$ cat src/rtl/raster_pkg.sv
// Contract
// - Port captures on bus enable falling edge
// - Writes accepted only with chip select low
// - Select low indexes, high writes data register
// - Write input low requests write, else none
// - Data lines are inputs only, never driven
// - Display timing from character clock only
// - Line and frame pulses active high
// - Active area high only inside visible area
// - Fourteen bit refresh address output
// - Five bit character line index output
// - Addresses keep running during vertical retrace
// - Cursor high when cursor equals refresh address
// - Format select picks one of two sets
// - Low selects set zero, high set one
// - Character clock falling edge is active
// - Reset clears counters, address shows start
// - Cursor output active high
package raster_pkg;
  localparam int ADDR_W = 14;
  localparam int ROW_W  = 5;
  localparam logic [4:0] IDX_START_H  = 5'h0c;
  localparam logic [4:0] IDX_START_L  = 5'h0d;
  localparam logic [4:0] IDX_CURSOR_H = 5'h0e;
  localparam logic [4:0] IDX_CURSOR_L = 5'h0f;
  localparam logic [13:0] START_RST  = 14'h0000;
  localparam logic [13:0] CURSOR_RST = 14'h0000;
  // Format set zero
  localparam logic [7:0] F0_H_TOTAL = 8'h63;
  localparam logic [7:0] F0_H_DISP  = 8'h50;
  localparam logic [7:0] F0_H_SYNC  = 8'h54;
  localparam logic [3:0] F0_H_WID   = 4'ha;
  localparam logic [6:0] F0_V_TOTAL = 7'h1e;
  localparam logic [4:0] F0_V_ADJ   = 5'h02;
  localparam logic [6:0] F0_V_DISP  = 7'h18;
  localparam logic [6:0] F0_V_SYNC  = 7'h1b;
  localparam logic [3:0] F0_V_WID   = 4'h3;
  localparam logic [4:0] F0_MAX_ROW = 5'h09;
  // Format set one
  localparam logic [7:0] F1_H_TOTAL = 8'h63;
  localparam logic [7:0] F1_H_DISP  = 8'h50;
  localparam logic [7:0] F1_H_SYNC  = 8'h54;
  localparam logic [3:0] F1_H_WID   = 4'ha;
  localparam logic [6:0] F1_V_TOTAL = 7'h1f;
  localparam logic [4:0] F1_V_ADJ   = 5'h06;
  localparam logic [6:0] F1_V_DISP  = 7'h18;
  localparam logic [6:0] F1_V_SYNC  = 7'h1c;
  localparam logic [3:0] F1_V_WID   = 4'h3;
  localparam logic [4:0] F1_MAX_ROW = 5'h0b;
endpackage : raster_pkg

$ cat src/rtl/edge_sync.sv
`timescale 1ns/1ps
`default_nettype none
module edge_sync #(
  parameter int W = 1
) (
  input  wire logic         clk,
  input  wire logic         rst_n,
  input  wire logic [W-1:0] async_in,
  output logic      [W-1:0] level_out,
  output logic      [W-1:0] fall_out
);
  logic [W-1:0] s1_q;
  logic [W-1:0] s2_q;
  logic [W-1:0] s3_q;

  always_ff @(posedge clk) begin
    if (!rst_n) begin
      s1_q <= '0;
      s2_q <= '0;
      s3_q <= '0;
    end else begin
      s1_q <= async_in;
      s2_q <= s1_q;
      s3_q <= s2_q;
    end
  end

  assign level_out = s2_q;
  assign fall_out  = s3_q & ~s2_q;
endmodule : edge_sync
`default_nettype wire

$ cat src/rtl/rom_format_raster_timer.sv
`timescale 1ns/1ps
`default_nettype none
module rom_format_raster_timer (
  // Clock and reset
  input  wire logic                         CLK,
  input  wire logic                         RESETN,
  // Device reset pin and format strap
  input  wire logic                         DEV_RESET_N,
  input  wire logic                         FORMAT_SELECT,
  // Processor write port
  input  wire logic                         BUS_E,
  input  wire logic                         CS_N,
  input  wire logic                         REG_INDEX_SEL,
  input  wire logic                         WRITE_N,
  input  wire logic [7:0]                   DATA_IN,
  // Character clock
  input  wire logic                         CHAR_CLK,
  // Display outputs
  output logic                              LINE_PULSE,
  output logic                              FRAME_PULSE,
  output logic                              ACTIVE_AREA,
  output logic      [raster_pkg::ADDR_W-1:0] REFRESH_ADDR_OUT,
  output logic      [raster_pkg::ROW_W-1:0]  CHAR_LINE_INDEX,
  output logic                              CURSOR
);
  import raster_pkg::*;

  typedef struct packed {
    logic [4:0]        idx;
    logic [13:0]       start;
    logic [13:0]       cursor;
    logic [7:0]        hcnt;
    logic [4:0]        row;
    logic [6:0]        vrow;
    logic [4:0]        adj;
    logic              in_adj;
    logic [3:0]        lp_cnt;
    logic [3:0]        fp_cnt;
    logic [13:0]       ma;
    logic [13:0]       ma_row;
    logic              line_pulse;
    logic              frame_pulse;
    logic              active;
    logic [13:0]       addr_out;
    logic [4:0]        row_out;
    logic              cur;
  } state_s;

  state_s st_q;
  state_s st_d;

  // Pins from outside the clock domain: E, control, data, char clock, reset, strap
  localparam int SW = 15;
  logic [SW-1:0] s_lvl;
  logic [SW-1:0] s_fall;

  edge_sync #(.W(SW)) edge_sync_inst (
    .clk       (CLK),
    .rst_n     (RESETN),
    .async_in  ({BUS_E, CS_N, REG_INDEX_SEL, WRITE_N, DATA_IN, CHAR_CLK, DEV_RESET_N,
                 FORMAT_SELECT}),
    .level_out (s_lvl),
    .fall_out  (s_fall)
  );

  logic       e_fall;
  logic       cs_n_s;
  logic       rsel_s;
  logic       wr_n_s;
  logic [7:0] data_s;
  logic       cc_fall;
  logic       dres_n_s;
  logic       fmt_s;
  assign e_fall   = s_fall[14];
  assign cs_n_s   = s_lvl[13];
  assign rsel_s   = s_lvl[12];
  assign wr_n_s   = s_lvl[11];
  assign data_s   = s_lvl[10:3];
  assign cc_fall  = s_fall[2];
  assign dres_n_s = s_lvl[1];
  assign fmt_s    = s_lvl[0];

  // Format parameter selection
  logic [7:0] h_total;
  logic [7:0] h_disp;
  logic [7:0] h_sync;
  logic [3:0] h_wid;
  logic [6:0] v_total;
  logic [4:0] v_adj;
  logic [6:0] v_disp;
  logic [6:0] v_sync;
  logic [3:0] v_wid;
  logic [4:0] max_row;

  always_comb begin
    if (fmt_s) begin
      h_total = F1_H_TOTAL;
      h_disp  = F1_H_DISP;
      h_sync  = F1_H_SYNC;
      h_wid   = F1_H_WID;
      v_total = F1_V_TOTAL;
      v_adj   = F1_V_ADJ;
      v_disp  = F1_V_DISP;
      v_sync  = F1_V_SYNC;
      v_wid   = F1_V_WID;
      max_row = F1_MAX_ROW;
    end else begin
      h_total = F0_H_TOTAL;
      h_disp  = F0_H_DISP;
      h_sync  = F0_H_SYNC;
      h_wid   = F0_H_WID;
      v_total = F0_V_TOTAL;
      v_adj   = F0_V_ADJ;
      v_disp  = F0_V_DISP;
      v_sync  = F0_V_SYNC;
      v_wid   = F0_V_WID;
      max_row = F0_MAX_ROW;
    end
  end

  always_comb begin
    logic        line_end;
    logic        row_end;
    logic        frame_end;
    logic        h_act;
    logic        v_act;
    logic [13:0] ma_next;
    st_d      = st_q;
    line_end  = 1'b0;
    row_end   = 1'b0;
    frame_end = 1'b0;
    h_act     = 1'b0;
    v_act     = 1'b0;
    ma_next   = st_q.ma;

    // Processor port, sampled on E falling edge only
    if (e_fall && !cs_n_s && !wr_n_s) begin
      if (!rsel_s) begin
        st_d.idx = data_s[4:0];
      end else begin
        unique case (st_q.idx)
          IDX_START_H:  st_d.start[13:8]  = data_s[5:0];
          IDX_START_L:  st_d.start[7:0]   = data_s;
          IDX_CURSOR_H: st_d.cursor[13:8] = data_s[5:0];
          IDX_CURSOR_L: st_d.cursor[7:0]  = data_s;
          default: ;
        endcase
      end
    end

    if (!dres_n_s) begin
      st_d.hcnt        = '0;
      st_d.row         = '0;
      st_d.vrow        = '0;
      st_d.adj         = '0;
      st_d.in_adj      = 1'b0;
      st_d.lp_cnt      = '0;
      st_d.fp_cnt      = '0;
      st_d.ma          = st_q.start;
      st_d.ma_row      = st_q.start;
      st_d.line_pulse  = 1'b0;
      st_d.frame_pulse = 1'b0;
      st_d.active      = 1'b0;
      st_d.addr_out    = st_q.start;
      st_d.row_out     = '0;
      st_d.cur         = 1'b0;
    end else if (cc_fall) begin
      line_end = (st_q.hcnt == h_total);
      row_end  = line_end && !st_q.in_adj && (st_q.row == max_row);
      // Adjust phase adds exactly v_adj lines before the frame closes
      frame_end = st_q.in_adj ? (line_end && st_q.adj == v_adj - 5'h01)
                              : (row_end && st_q.vrow == v_total && v_adj == 5'h00);
      h_act = (st_q.hcnt < h_disp);
      v_act = (st_q.vrow < v_disp) && !st_q.in_adj;
      // Linear address runs every character, including retrace
      ma_next = st_q.ma + 14'h0001;
      st_d.hcnt = line_end ? 8'h00 : st_q.hcnt + 8'h01;
      if (line_end) begin
        if (frame_end) begin
          st_d.vrow   = '0;
          st_d.row    = '0;
          st_d.adj    = '0;
          st_d.in_adj = 1'b0;
          ma_next     = st_q.start;
          st_d.ma_row = st_q.start;
        end else if (st_q.in_adj) begin
          st_d.adj = st_q.adj + 5'h01;
          st_d.row = st_q.row + 5'h01;
          ma_next  = st_q.ma_row;
        end else if (row_end) begin
          st_d.row    = '0;
          st_d.ma_row = st_q.ma_row + 14'(h_disp);
          ma_next     = st_q.ma_row + 14'(h_disp);
          if (st_q.vrow == v_total) begin
            st_d.in_adj = 1'b1;
          end else begin
            st_d.vrow = st_q.vrow + 7'h01;
          end
        end else begin
          st_d.row = st_q.row + 5'h01;
          ma_next  = st_q.ma_row;
        end
      end
      st_d.ma = ma_next;
      // Horizontal sync
      if (st_q.hcnt == h_sync) begin
        st_d.lp_cnt = h_wid;
      end else if (st_q.lp_cnt != 4'h0) begin
        st_d.lp_cnt = st_q.lp_cnt - 4'h1;
      end
      // Vertical sync, counted in lines
      if (line_end && row_end && st_q.vrow == v_sync) begin
        st_d.fp_cnt = v_wid;
      end else if (line_end && st_q.fp_cnt != 4'h0) begin
        st_d.fp_cnt = st_q.fp_cnt - 4'h1;
      end
      st_d.line_pulse  = (st_d.lp_cnt != 4'h0);
      st_d.frame_pulse = (st_d.fp_cnt != 4'h0);
      st_d.active      = h_act && v_act;
      st_d.addr_out    = st_q.ma;
      st_d.row_out     = st_q.row;
      st_d.cur         = (st_q.cursor == st_q.ma);
    end
  end

  always_ff @(posedge CLK) begin
    if (!RESETN) begin
      st_q <= '{idx: 5'h00, start: START_RST, cursor: CURSOR_RST, hcnt: 8'h00, row: 5'h00,
                vrow: 7'h00, adj: 5'h00, in_adj: 1'b0, lp_cnt: 4'h0, fp_cnt: 4'h0,
                ma: START_RST, ma_row: START_RST, line_pulse: 1'b0, frame_pulse: 1'b0,
                active: 1'b0, addr_out: START_RST, row_out: 5'h00, cur: 1'b0};
    end else begin
      st_q <= st_d;
    end
  end

  assign LINE_PULSE       = st_q.line_pulse;
  assign FRAME_PULSE      = st_q.frame_pulse;
  assign ACTIVE_AREA      = st_q.active;
  assign REFRESH_ADDR_OUT = st_q.addr_out;
  assign CHAR_LINE_INDEX  = st_q.row_out;
  assign CURSOR           = st_q.cur;
endmodule : rom_format_raster_timer
`default_nettype wire

$ cat config.mk
export PLATFORM = sky130hd
export DESIGN_NAME = rom_format_raster_timer
export DESIGN_NICKNAME = d
export VERILOG_FILES = /design/src/rtl/raster_pkg.sv /design/src/rtl/edge_sync.sv /design/src/rtl/rom_format_raster_timer.sv
export SDC_FILE = /design/constraint.sdc
export NUM_CORES = 1
export LEC_CHECK = 0
export BUFFER_PORTS_ARGS = -buffer_cell sky130_fd_sc_hd__buf_4
export CORE_UTILIZATION = 40
export DETAILED_ROUTE_END_ITERATION = 6
export SLEW_MARGIN = 20
export SYNTH_ARGS = -nofsm -noshare
export SYNTH_HDL_FRONTEND = slang
export SYNTH_HIERARCHICAL = 1
export SYNTH_SLANG_ARGS = --single-unit
$ cat constraint.sdc
create_clock -name CLK -period 2.16 [get_ports CLK]
set_input_delay 0.108 -clock CLK [delete_from_list [all_inputs] [get_ports CLK]]
set_output_delay 0.108 -clock CLK [all_outputs]
set_load 0.005 [all_outputs]
* Yosys cells after proc, flatten, opt, wreduce, memory -nomap -nowiden
Cells that the tools add are included.
** Cells by class
- Equality and inequality tests :: 15
- Reduce and logical (&&, ||, !) cells :: 32
- Bitwise gates (word level) :: 3
- Add/subtract/negate cells :: 9
- Multiplexer cells :: 31
- Order comparisons :: 2
** Operators with widths (number)
- $mux 51 :: 2
- $mux 14 :: 5
- $mux 4 :: 8
- $mux 7 :: 3
- $eq 5x4->1 const B :: 4
- $mux 18 :: 1
- $eq 8x7->1 const B :: 2
- $reduce_bool 4->1 :: 4
- $and 15x15->15 :: 1
- $mux 5 :: 3
- $not 15->15 :: 1
- $reduce_and 3->1 :: 5
- $add 14x1->14 const B :: 1
- $add 14x7->14 const B :: 1
- $eq 14x14->1 :: 1
- $eq 7x5->1 :: 2
- $logic_and 1x1->1 :: 12
- $add 5x1->5 const B :: 2
- $add 8x1->8 const B :: 1
- $lt 8x7->1 const B :: 1
- $mux 8 :: 1
- $reduce_and 2->1 :: 4
- $sub 4x1->4 const B :: 2
- $add 7x1->7 const B :: 1
- 14 further kinds :: 24
** Word-level totals
- Word-level logic and storage cells :: 115
- Register bits after elaboration :: 163
- Output and inout port bits :: 23
- Bits of input ports :: 17

* Depth between registers and ports, before layout
Gate-level depths: netlist of the first run.
- Depth after elaboration :: 11
- Depth in mapped cells :: 9
- Depth with buffers taken out :: 7

* Cells and area by module
Netlist of the first run, hierarchy kept.
** By module, submodules not included
- rom_format_raster_timer :: sequential area each 2362.3 um^2, area an instance 5915.7 um^2, cells each 701, instances 1
- edge_sync :: sequential area each 900.9 um^2, area an instance 1340.0 um^2, cells each 109, instances 1

* Worst setup path after synthesis of the first run
Ideal clock, no wire load.
- Path type :: register -> register
- Start :: register st_q[83] (netlist bit)
- End :: register st_q[54] (netlist bit)
- Cell stages (with the launch flop) :: 8
- Required time :: 2.092 ns
- Library setup time :: 0.068 ns
- Path buffers :: 2
- Arrival :: 2.204 ns
- Path slack :: -0.112 ns
- Path through :: dfxtp_1 > or3b_1 > buf_2 > or2_1 > buf_6 > or4_4 > or4_4 > a21oi_2
** Between the ends
- Longest elaborated chain between the ends :: 8
- Elaborated cells on any way between the ends :: 10
- Those cells by class :: eq/ne (1); mux (4); reduce/logical (5)
** Ends and longest elaborated chain
- start, declared :: line rom_format_raster_timer.sv:49 : state_s st_q;
- start signal, assigned :: line rom_format_raster_timer.sv:228 : st_q <= '{idx: 5'h00, start: START_RST, cursor: CURSOR_RST, hcnt: 8'h00, row: 5'h00,
- start signal, assigned :: line rom_format_raster_timer.sv:233 : st_q <= st_d;
- $eq 8x7->1 (*) :: line rom_format_raster_timer.sv:168 : line_end = (st_q.hcnt == h_total);
- $logic_and 1x1->1 (2 in a row) :: line rom_format_raster_timer.sv:169 : row_end = line_end && !st_q.in_adj && (st_q.row == max_row);
- $logic_and 1x1->1 (2 in a row) :: line rom_format_raster_timer.sv:212 : if (line_end && row_end && st_q.vrow == v_sync) begin
- $mux 4 (*) :: line rom_format_raster_timer.sv:212
- $mux 4 (*) :: line rom_format_raster_timer.sv:167 : end else if (cc_fall) begin
- $mux 4 (*) :: line rom_format_raster_timer.sv:151 : if (!dres_n_s) begin
Every way passes the cells marked *; elsewhere a longest branch is shown, timed or not. The select of a mux whose other input is x is not followed.
A chain may end at the register's enable or synchronous reset.

* Worst setup path in the final report of the first run
- Start :: register st_q[65] (netlist bit)
- End :: register st_q[52] (netlist bit)
** Between the ends
- Longest elaborated chain between the ends :: 5
** Ends and longest elaborated chain (line)
- $eq 7x5->1 :: rom_format_raster_timer.sv:212
- $logic_and 1x1->1 :: rom_format_raster_timer.sv:212
- $mux 4 :: rom_format_raster_timer.sv:212
- $mux 4 :: rom_format_raster_timer.sv:167
- $mux 4 :: rom_format_raster_timer.sv:151
Every way passes these cells. The select of a mux whose other input is x is not followed.

==> summary.md, run 1 <==
| Metric | Value |
|---|---|
| Outcome | completed |
| PortBufs | 39 |
| CTS tree | yes |
| RSZ-0062 raised after global routing | true |
| Reg clk slew, reported paths | 0.07 ns |
| Initial antenna violation count | 0 |
| CTS Sinks | 150 |
| Mapped Cells | 771 |
| P_sw | 1.41 mW |
| CP endpoint kind | register |
| Synth warn | 6 |
| R2R setup slack | 0.05 ns |
| Worst path slowest cell | or4bb_1 |
| Initial DRC count | 381 |
| Sequential cell area | 3010 um2 |
| Part of the power in registers | 0.485 |
| Startpoint types | register |
| Buffers & Inverters on Critical Path | 0 |
| Row cnt | 47 |
| Initial Util | 0.410 |
| Placed cells | 1030 |
| Leakage | 3.21 nW |
| Ant diodes | 0 |
| Proportion of layout cells with a drive suffix above 1 | 0.216 |
| Max Clock Skew | 0.0116 ns |
| Netlist area before placement | 6830 um2 |
| CTS Buf Count | 17 |
| Die Y-Extent | 133 um |
| Number of max-cap violations | 0 |
| Ratio of final minimum period to clock period | 0.977 |
| First-pass GRT wire length | 27.7 mm |
| Avg Inst Size Synth | 8.86 um2 |
| Reg2reg end | st_q[52] |
| Worst EP required | 2.50 ns |
| Grt ovf | 0 |
| Drt total wl | 16.9 mm |
| Worst min path class | input port to register |
| Nets | 872 |
| Core box area | 16600 um2 |
| Clk_lat worst skew | 0.42 ns |
| Area Growth Syn to Fin | 21.6% |
| Final Max Slew Viols | 0 |
| Full die area | 17600 um2 |
| FMAX | 474 MHz |
| Via/cell ratio | 5.32 |
| Max incr delay on CP | 0.51 ns |
| CTS root buffer | clkbuf_16 |
| Fill cell count | 1539 |
| Final setup TNS | 0 ns |
| Largest delay contributor family on the critical path | simple AND/OR/NAND/NOR gates |
| Hold Crit Depth | 3 |
| Count of non-filler cells in the finished layout | 1078 |
| Pint | 4.43 mW |
| WS Path Type | register to register |
| Min Tclk post-route | 2.11 ns |
| Worst flop-to-flop path startpoint | st_q[65] |
| Hold path start | WRITE_N |
| Area of the multi-input gates | 3490 um2 |
| R2R cell count | 6 |
| Routability congestion estimate | 0.879 |
| Avg WL per Cell | 15.7 um |
| Die X | 133 um |
| H-tree levels | 4 |
| Switching Share | 0.242 |
| Max_slew headroom | 0.610 |
| Setup violations, final | 0 |
| Clock power share | 0.479 |
| Antenna-violating nets left | 0 |
| Number of I/O pins | 40 |
| Via count | 5740 |
| Final Hold Viols | 0 |
| WP data arrival | 2.45 ns |
| Total global-route track usage | 0.199 |
| Max clock buf depth | 2 |
| Vias in the first global route | 5605 |
| TritonRoute pass-1 iters | 5 |
| Worst Hold Endpoint | edge_sync_inst/s1_q[11] |
| CP Cell Sequence | or4bb_1 > a211o_1 > or3_4 > nand2_1 > nor2_1 > a211oi_1 |
| Post-Syn Nets | 798 |
| Critical path fanouts, max | 6 |
| Worst Max-Slew Pin Slew | 0.583 ns |
| Post-route DRC | 0 |
| Hpwl dp | 12.0 mm |
| Max IR drop VDD | 0.000613 V |
| Comb power frac | 0.036 |
| Largest net degree at the start of global routing | 55 |
| Power Dens Cells | 705 nW/um2 |
==> worst min-delay path: cells and delay by family <==
kind | cells | cell delay (ns)
and+or+nand+nor | 1 | 0.10
buffers and inverters | 2 | 0.63
==> stage by stage <==
step / utilization / instance area, um2 / setup WS, ns / hold WS (ns) / total power [mW]
2_1_floorplan: - / 6840 / 0.00866 / 0.230 / 3.01
3_3_place_gp: 0.454 / 7550 / 0.0124 / 0.319 / 3.08
3_5_place_dp: 0.454 / 7550 / -0.0583 / 0.316 / 3.09
4_1_cts: 0.498 / 8280 / 0.0372 / 0.415 / 5.91
5_1_grt: 0.499 / 8300 / -0.0654 / 0.422 / 6.06
6_report: 0.499 / 8300 / 0.0504 / 0.433 / 5.85
==> routing by layer <==
| layer | GRT usage | share of wire | vias up |
|---|---|---|---|
| met5 | 0 | 0 | - |
| met1 | 0.254 | 0.47 | 2717 |
| met2 | 0.320 | 0.46 | 174 |
| met4 | 0.0913 | 0.022 | 0 |
| li1 | - | - | 2808 |
| met3 | 0.0444 | 0.048 | 41 |
==> final cells by class <==
type,count,area share
well taps,220,0.0332
clock inverters,14,0.0161
inverters,14,0.00633
repair buffers,116,0.110
multi-input cells,546,0.420
flip-flops and latches,150,0.363
clock buffers,18,0.0517
==> power by group through the flow <==
stage / Clock, mW / Combinational [mW] / Sequential (mW)
floorplan: 0 / 0.127 / 2.88
global placement: 0 / 0.187 / 2.90
detailed placement: 0 / 0.189 / 2.90
CTS: 2.86 / 0.212 / 2.83
global route: 2.99 / 0.232 / 2.84
finish: 2.80 / 0.212 / 2.83
==> worst max path at each step <==
stage | endpoint | from | cells past startpoint | slack (ns)
2_1_floorplan | st_q[54] | st_q[84] | 7 | 0.009
5_1_grt | st_q[36] | st_q[84] | 8 | -0.07
6_report | st_q[52] | st_q[65] | 6 | 0.05
3_5_place_dp | st_q[54] | st_q[77] | 6 | -0.06
4_1_cts | st_q[51] | edge_sync_inst/level_out[0] | 6 | 0.04
3_3_place_gp | st_q[54] | st_q[77] | 6 | 0.01
==> state kept, by name, summed over array words and instances, names as in the netlist <==
register,cells
LINE_PULSE,1
CURSOR,1
edge_sync_inst/level_out,15
ACTIVE_AREA,1
st_q,95
FRAME_PULSE,1
edge_sync_inst/s3_q,2
REFRESH_ADDR_OUT,14
CHAR_LINE_INDEX,5
edge_sync_inst/s1_q,15
==> what timing repair did <==
action | CTS | global route
hold endpoints to repair | 17 | 0
hold buffers | 16 | 0
setup endpoints to repair | 6 | 29
setup buffers | 0 | 0
gates resized for setup | 4 | 7
==> cell usage in the layout, fill, tap and decap left out, types with 3 or more instances in the layout <==
master           n
o211ai_1         3
nor2b_1          4
xor2_1          39
xnor2_1         13
clkinv_4         4
a21o_1           3
clkbuf_16       17
nand2b_1         4
dfxtp_1        147
mux2i_1         54
inv_8            3
o22ai_1          3
o221ai_1         5
nor2_1         107
o21ai_1          4
or3_1            3
nor4_1           7
dlygate4sd3_1   16
and3_1           5
inv_1           14
a22oi_1          3
nand4_1         19
a21oi_1         42
and2_1           3
nor3_1          13
a22o_1           4
nand2_1         50
o21ai_0         29
a31oi_1         10
and2_2          31
nand3_1         20
nor3b_1          5
or2_2            4
o21a_1           3
buf_4          100
a211oi_1        14
inv_6            5
ha_1             9
No activity file was read; power rests on OpenSTA's default activity.
==> run 2: changes to the inputs <==
ABC_AREA = 1   (was not set)
==> summary.md, run 2 <==
| Metric | Value |
|---|---|
| Largest net degree at the start of global routing | 35 (-36%) |
| Reg clk slew, reported paths | 0.07 ns (about the same) |
| Power Dens Cells | 717 nW/um2 (+1.7%) |
| Full die area | 19100 um2 (+8.5%) |
| Startpoint types | register |
| Nets | 1125 (+29%) |
| Grt ovf | 0 (unchanged) |
| Final setup TNS | 0 ns (unchanged) |
| Final Max Slew Viols | 0 (unchanged) |
| Routability congestion estimate | 0.871 (-0.88%) |
| Max Clock Skew | 0.00816 ns (-0.00349 ns) |
| Min Tclk post-route | 1.99 ns (-0.120 ns) |
| Clk_lat worst skew | 0.43 ns (about the same) |
| Post-route DRC | 6 (+6) |
| Mapped Cells | 1054 (+37%) |
| Power, Total | 6.20 mW (+6.1%) |
| Proportion of layout cells with a drive suffix above 1 | 0.118 (-0.0977) |
| Vias in the first global route | 6191 (+10%) |
| Avg WL per Cell | 13.7 um (-13%) |
| Leakage | 3.82 nW (+19%) |
| Final Hold Viols | 0 (unchanged) |
| Initial antenna violation count | 0 (unchanged) |
| Drt total wl | 18.3 mm (+8.4%) |
| Max_slew headroom | 0.486 (-0.123) |
| Worst hold slack | 0.0476 ns (-0.386 ns) |
| CTS tree | yes |
| CTS Buf Count | 17 (unchanged) |
| Outcome | complete, but fails checks |
| Largest Register | st_q |
| Via/cell ratio | 4.96 (-6.9%) |
| Core box area | 18100 um2 (+8.7%) |
| Ant diodes | 0 (unchanged) |
| Final worst slack | 0.171 ns (+0.120 ns) |
| Initial Util | 0.410 (about the same) |
| Most frequent cells in the layout | 252 x nand2_1, 160 x inv_1, 150 x dfxtp_1 |
| Netlist area before placement | 7420 um2 (+8.6%) |
| Worst min path class | input port to register |
| TritonRoute pass-1 iters | 7 (+2) |
| Avg Inst Size Synth | 7.04 um2 (-21%) |
| Failing checks | design-rule violations |
| Pre-CTS WS | 0.151 ns (+0.210 ns) |
| Via count | 6641 (+16%) |
| Max clock buf depth | 2 (unchanged) |
| Row cnt | 49 (+4.3%) |
| Hpwl dp | 13.3 mm (+10%) |
| PortBufs | 39 (unchanged) |
| WS Path Type | register to register |
| Total global-route track usage | 0.206 (+0.00706) |
| Post-Syn Nets | 1081 (+35%) |
| Fin util | 0.478 (-0.0202) |
| WP data arrival | 2.36 ns (-0.09 ns) |
| Number of max-cap violations | 0 (unchanged) |
| Antenna-violating nets left | 0 (unchanged) |
| Worst Max-Slew Pin Slew | 0.770 ns (+0.186 ns) |
| Commonest non-fill, non-tap cell in the layout | nand2_1 |
| CTS Sinks | 150 (unchanged) |
| Worst EP required | 2.54 ns (+0.04 ns) |
| Number of I/O pins | 40 (unchanged) |
| FMAX | 503 MHz (+6.0%) |
| H-tree levels | 4 (unchanged) |
| Max IR drop VDD | 0.000669 V (+9.3%) |
| Max reg flops | 95 (unchanged) |
| Area Growth Syn to Fin | 16.7% |
| RSZ-0062 raised after global routing | false |
| First-pass GRT wire length | 31.1 mm (+12%) |
| Die Y-Extent | 138 um (+4.2%) |
| Critical path fanouts, max | 9 (+3) |
| R2R setup slack | 0.17 ns (+0.12 ns) |
| Ratio of final minimum period to clock period | 0.921 (-0.0556) |
| Setup violations, final | 0 (unchanged) |
| Synth warn | 6 (unchanged) |
| CP endpoint kind | register |
| Die X | 138 um (+4.2%) |
| CTS root buffer | clkbuf_16 |
| Initial DRC count | 478 (+25%) |
-- run 2: layout make-up --
| cell class | instances | area (um2) |
|---|---|---|
| Inverter | 169 | 643 |
| Multi-Input combinational cell | 682 | 3460 |
| Fill cell | 1816 | 9430 |
| Sequential cell | 150 | 3000 |
| Clock inverter | 13 | 194 |
| Clock buffer | 19 | 443 |
| Timing Repair Buffer | 78 | 623 |
| Tap cell | 229 | 287 |
-- run 2: worst max-delay path: stages (launching register included) --
cell and delay (ns):
dfxtp_1 0.37, ha_1 0.20, nand2_2 0.08, nor2_2 0.16, nand2_4 0.14, nor2_8 0.20, inv_4 0.09, nor2_8 0.18
inv_4 0.10, a21oi_2 0.10, nand2_1 0.10, nand3b_1 0.10, nand2_1 0.06, inv_1 0.05
-- run 2: stage by stage --
stage	instances	cell area, um2
after floorplan	1054	7420
final	1340	8650
after global routing	1340	8650
after global placement	1292	7850
after CTS	1339	8640
after detailed placement	1292	7850
-- run 2: power breakdown --
| part | switching, mW | internal [mW] |
|---|---|---|
| Combinational | 0.107 | 0.0689 |
| Sequential | 0.0130 | 2.80 |
| Clock | 1.24 | 1.98 |
| Total | 1.36 | 4.85 |
-- run 2: final timing paths --
| kind | start | endpoint | cells past startpoint |
|---|---|---|---|
| hold reg to reg | edge_sync_inst/s1_q[10] | edge_sync_inst/level_out[10] | 2 |
| setup reg to reg | st_q[78] | st_q[48] | 13 |
| setup / recovery | st_q[78] | st_q[48] | 13 |
| hold / removal | RESETN | REFRESH_ADDR_OUT[5] | 3 |
-- run 2: layer usage --
| layer | global-route usage | share of wire |
|---|---|---|
| met4 | 0.0704 | 0.014 |
| met2 | 0.322 | 0.44 |
| met1 | 0.283 | 0.49 |
| met3 | 0.0416 | 0.061 |
| met5 | 0 | 0 |
-- run 2: what timing repair did --
| item | 4_1_cts | 5_1_grt |
|---|---|---|
| hold endpoints to repair | 15 | 0 |
| resized for setup | 0 | 3 |
| endpoints found under the setup margin | 0 | 4 |
| hold buffers | 15 | 0 |
| buffers inserted | 0 | 1 |
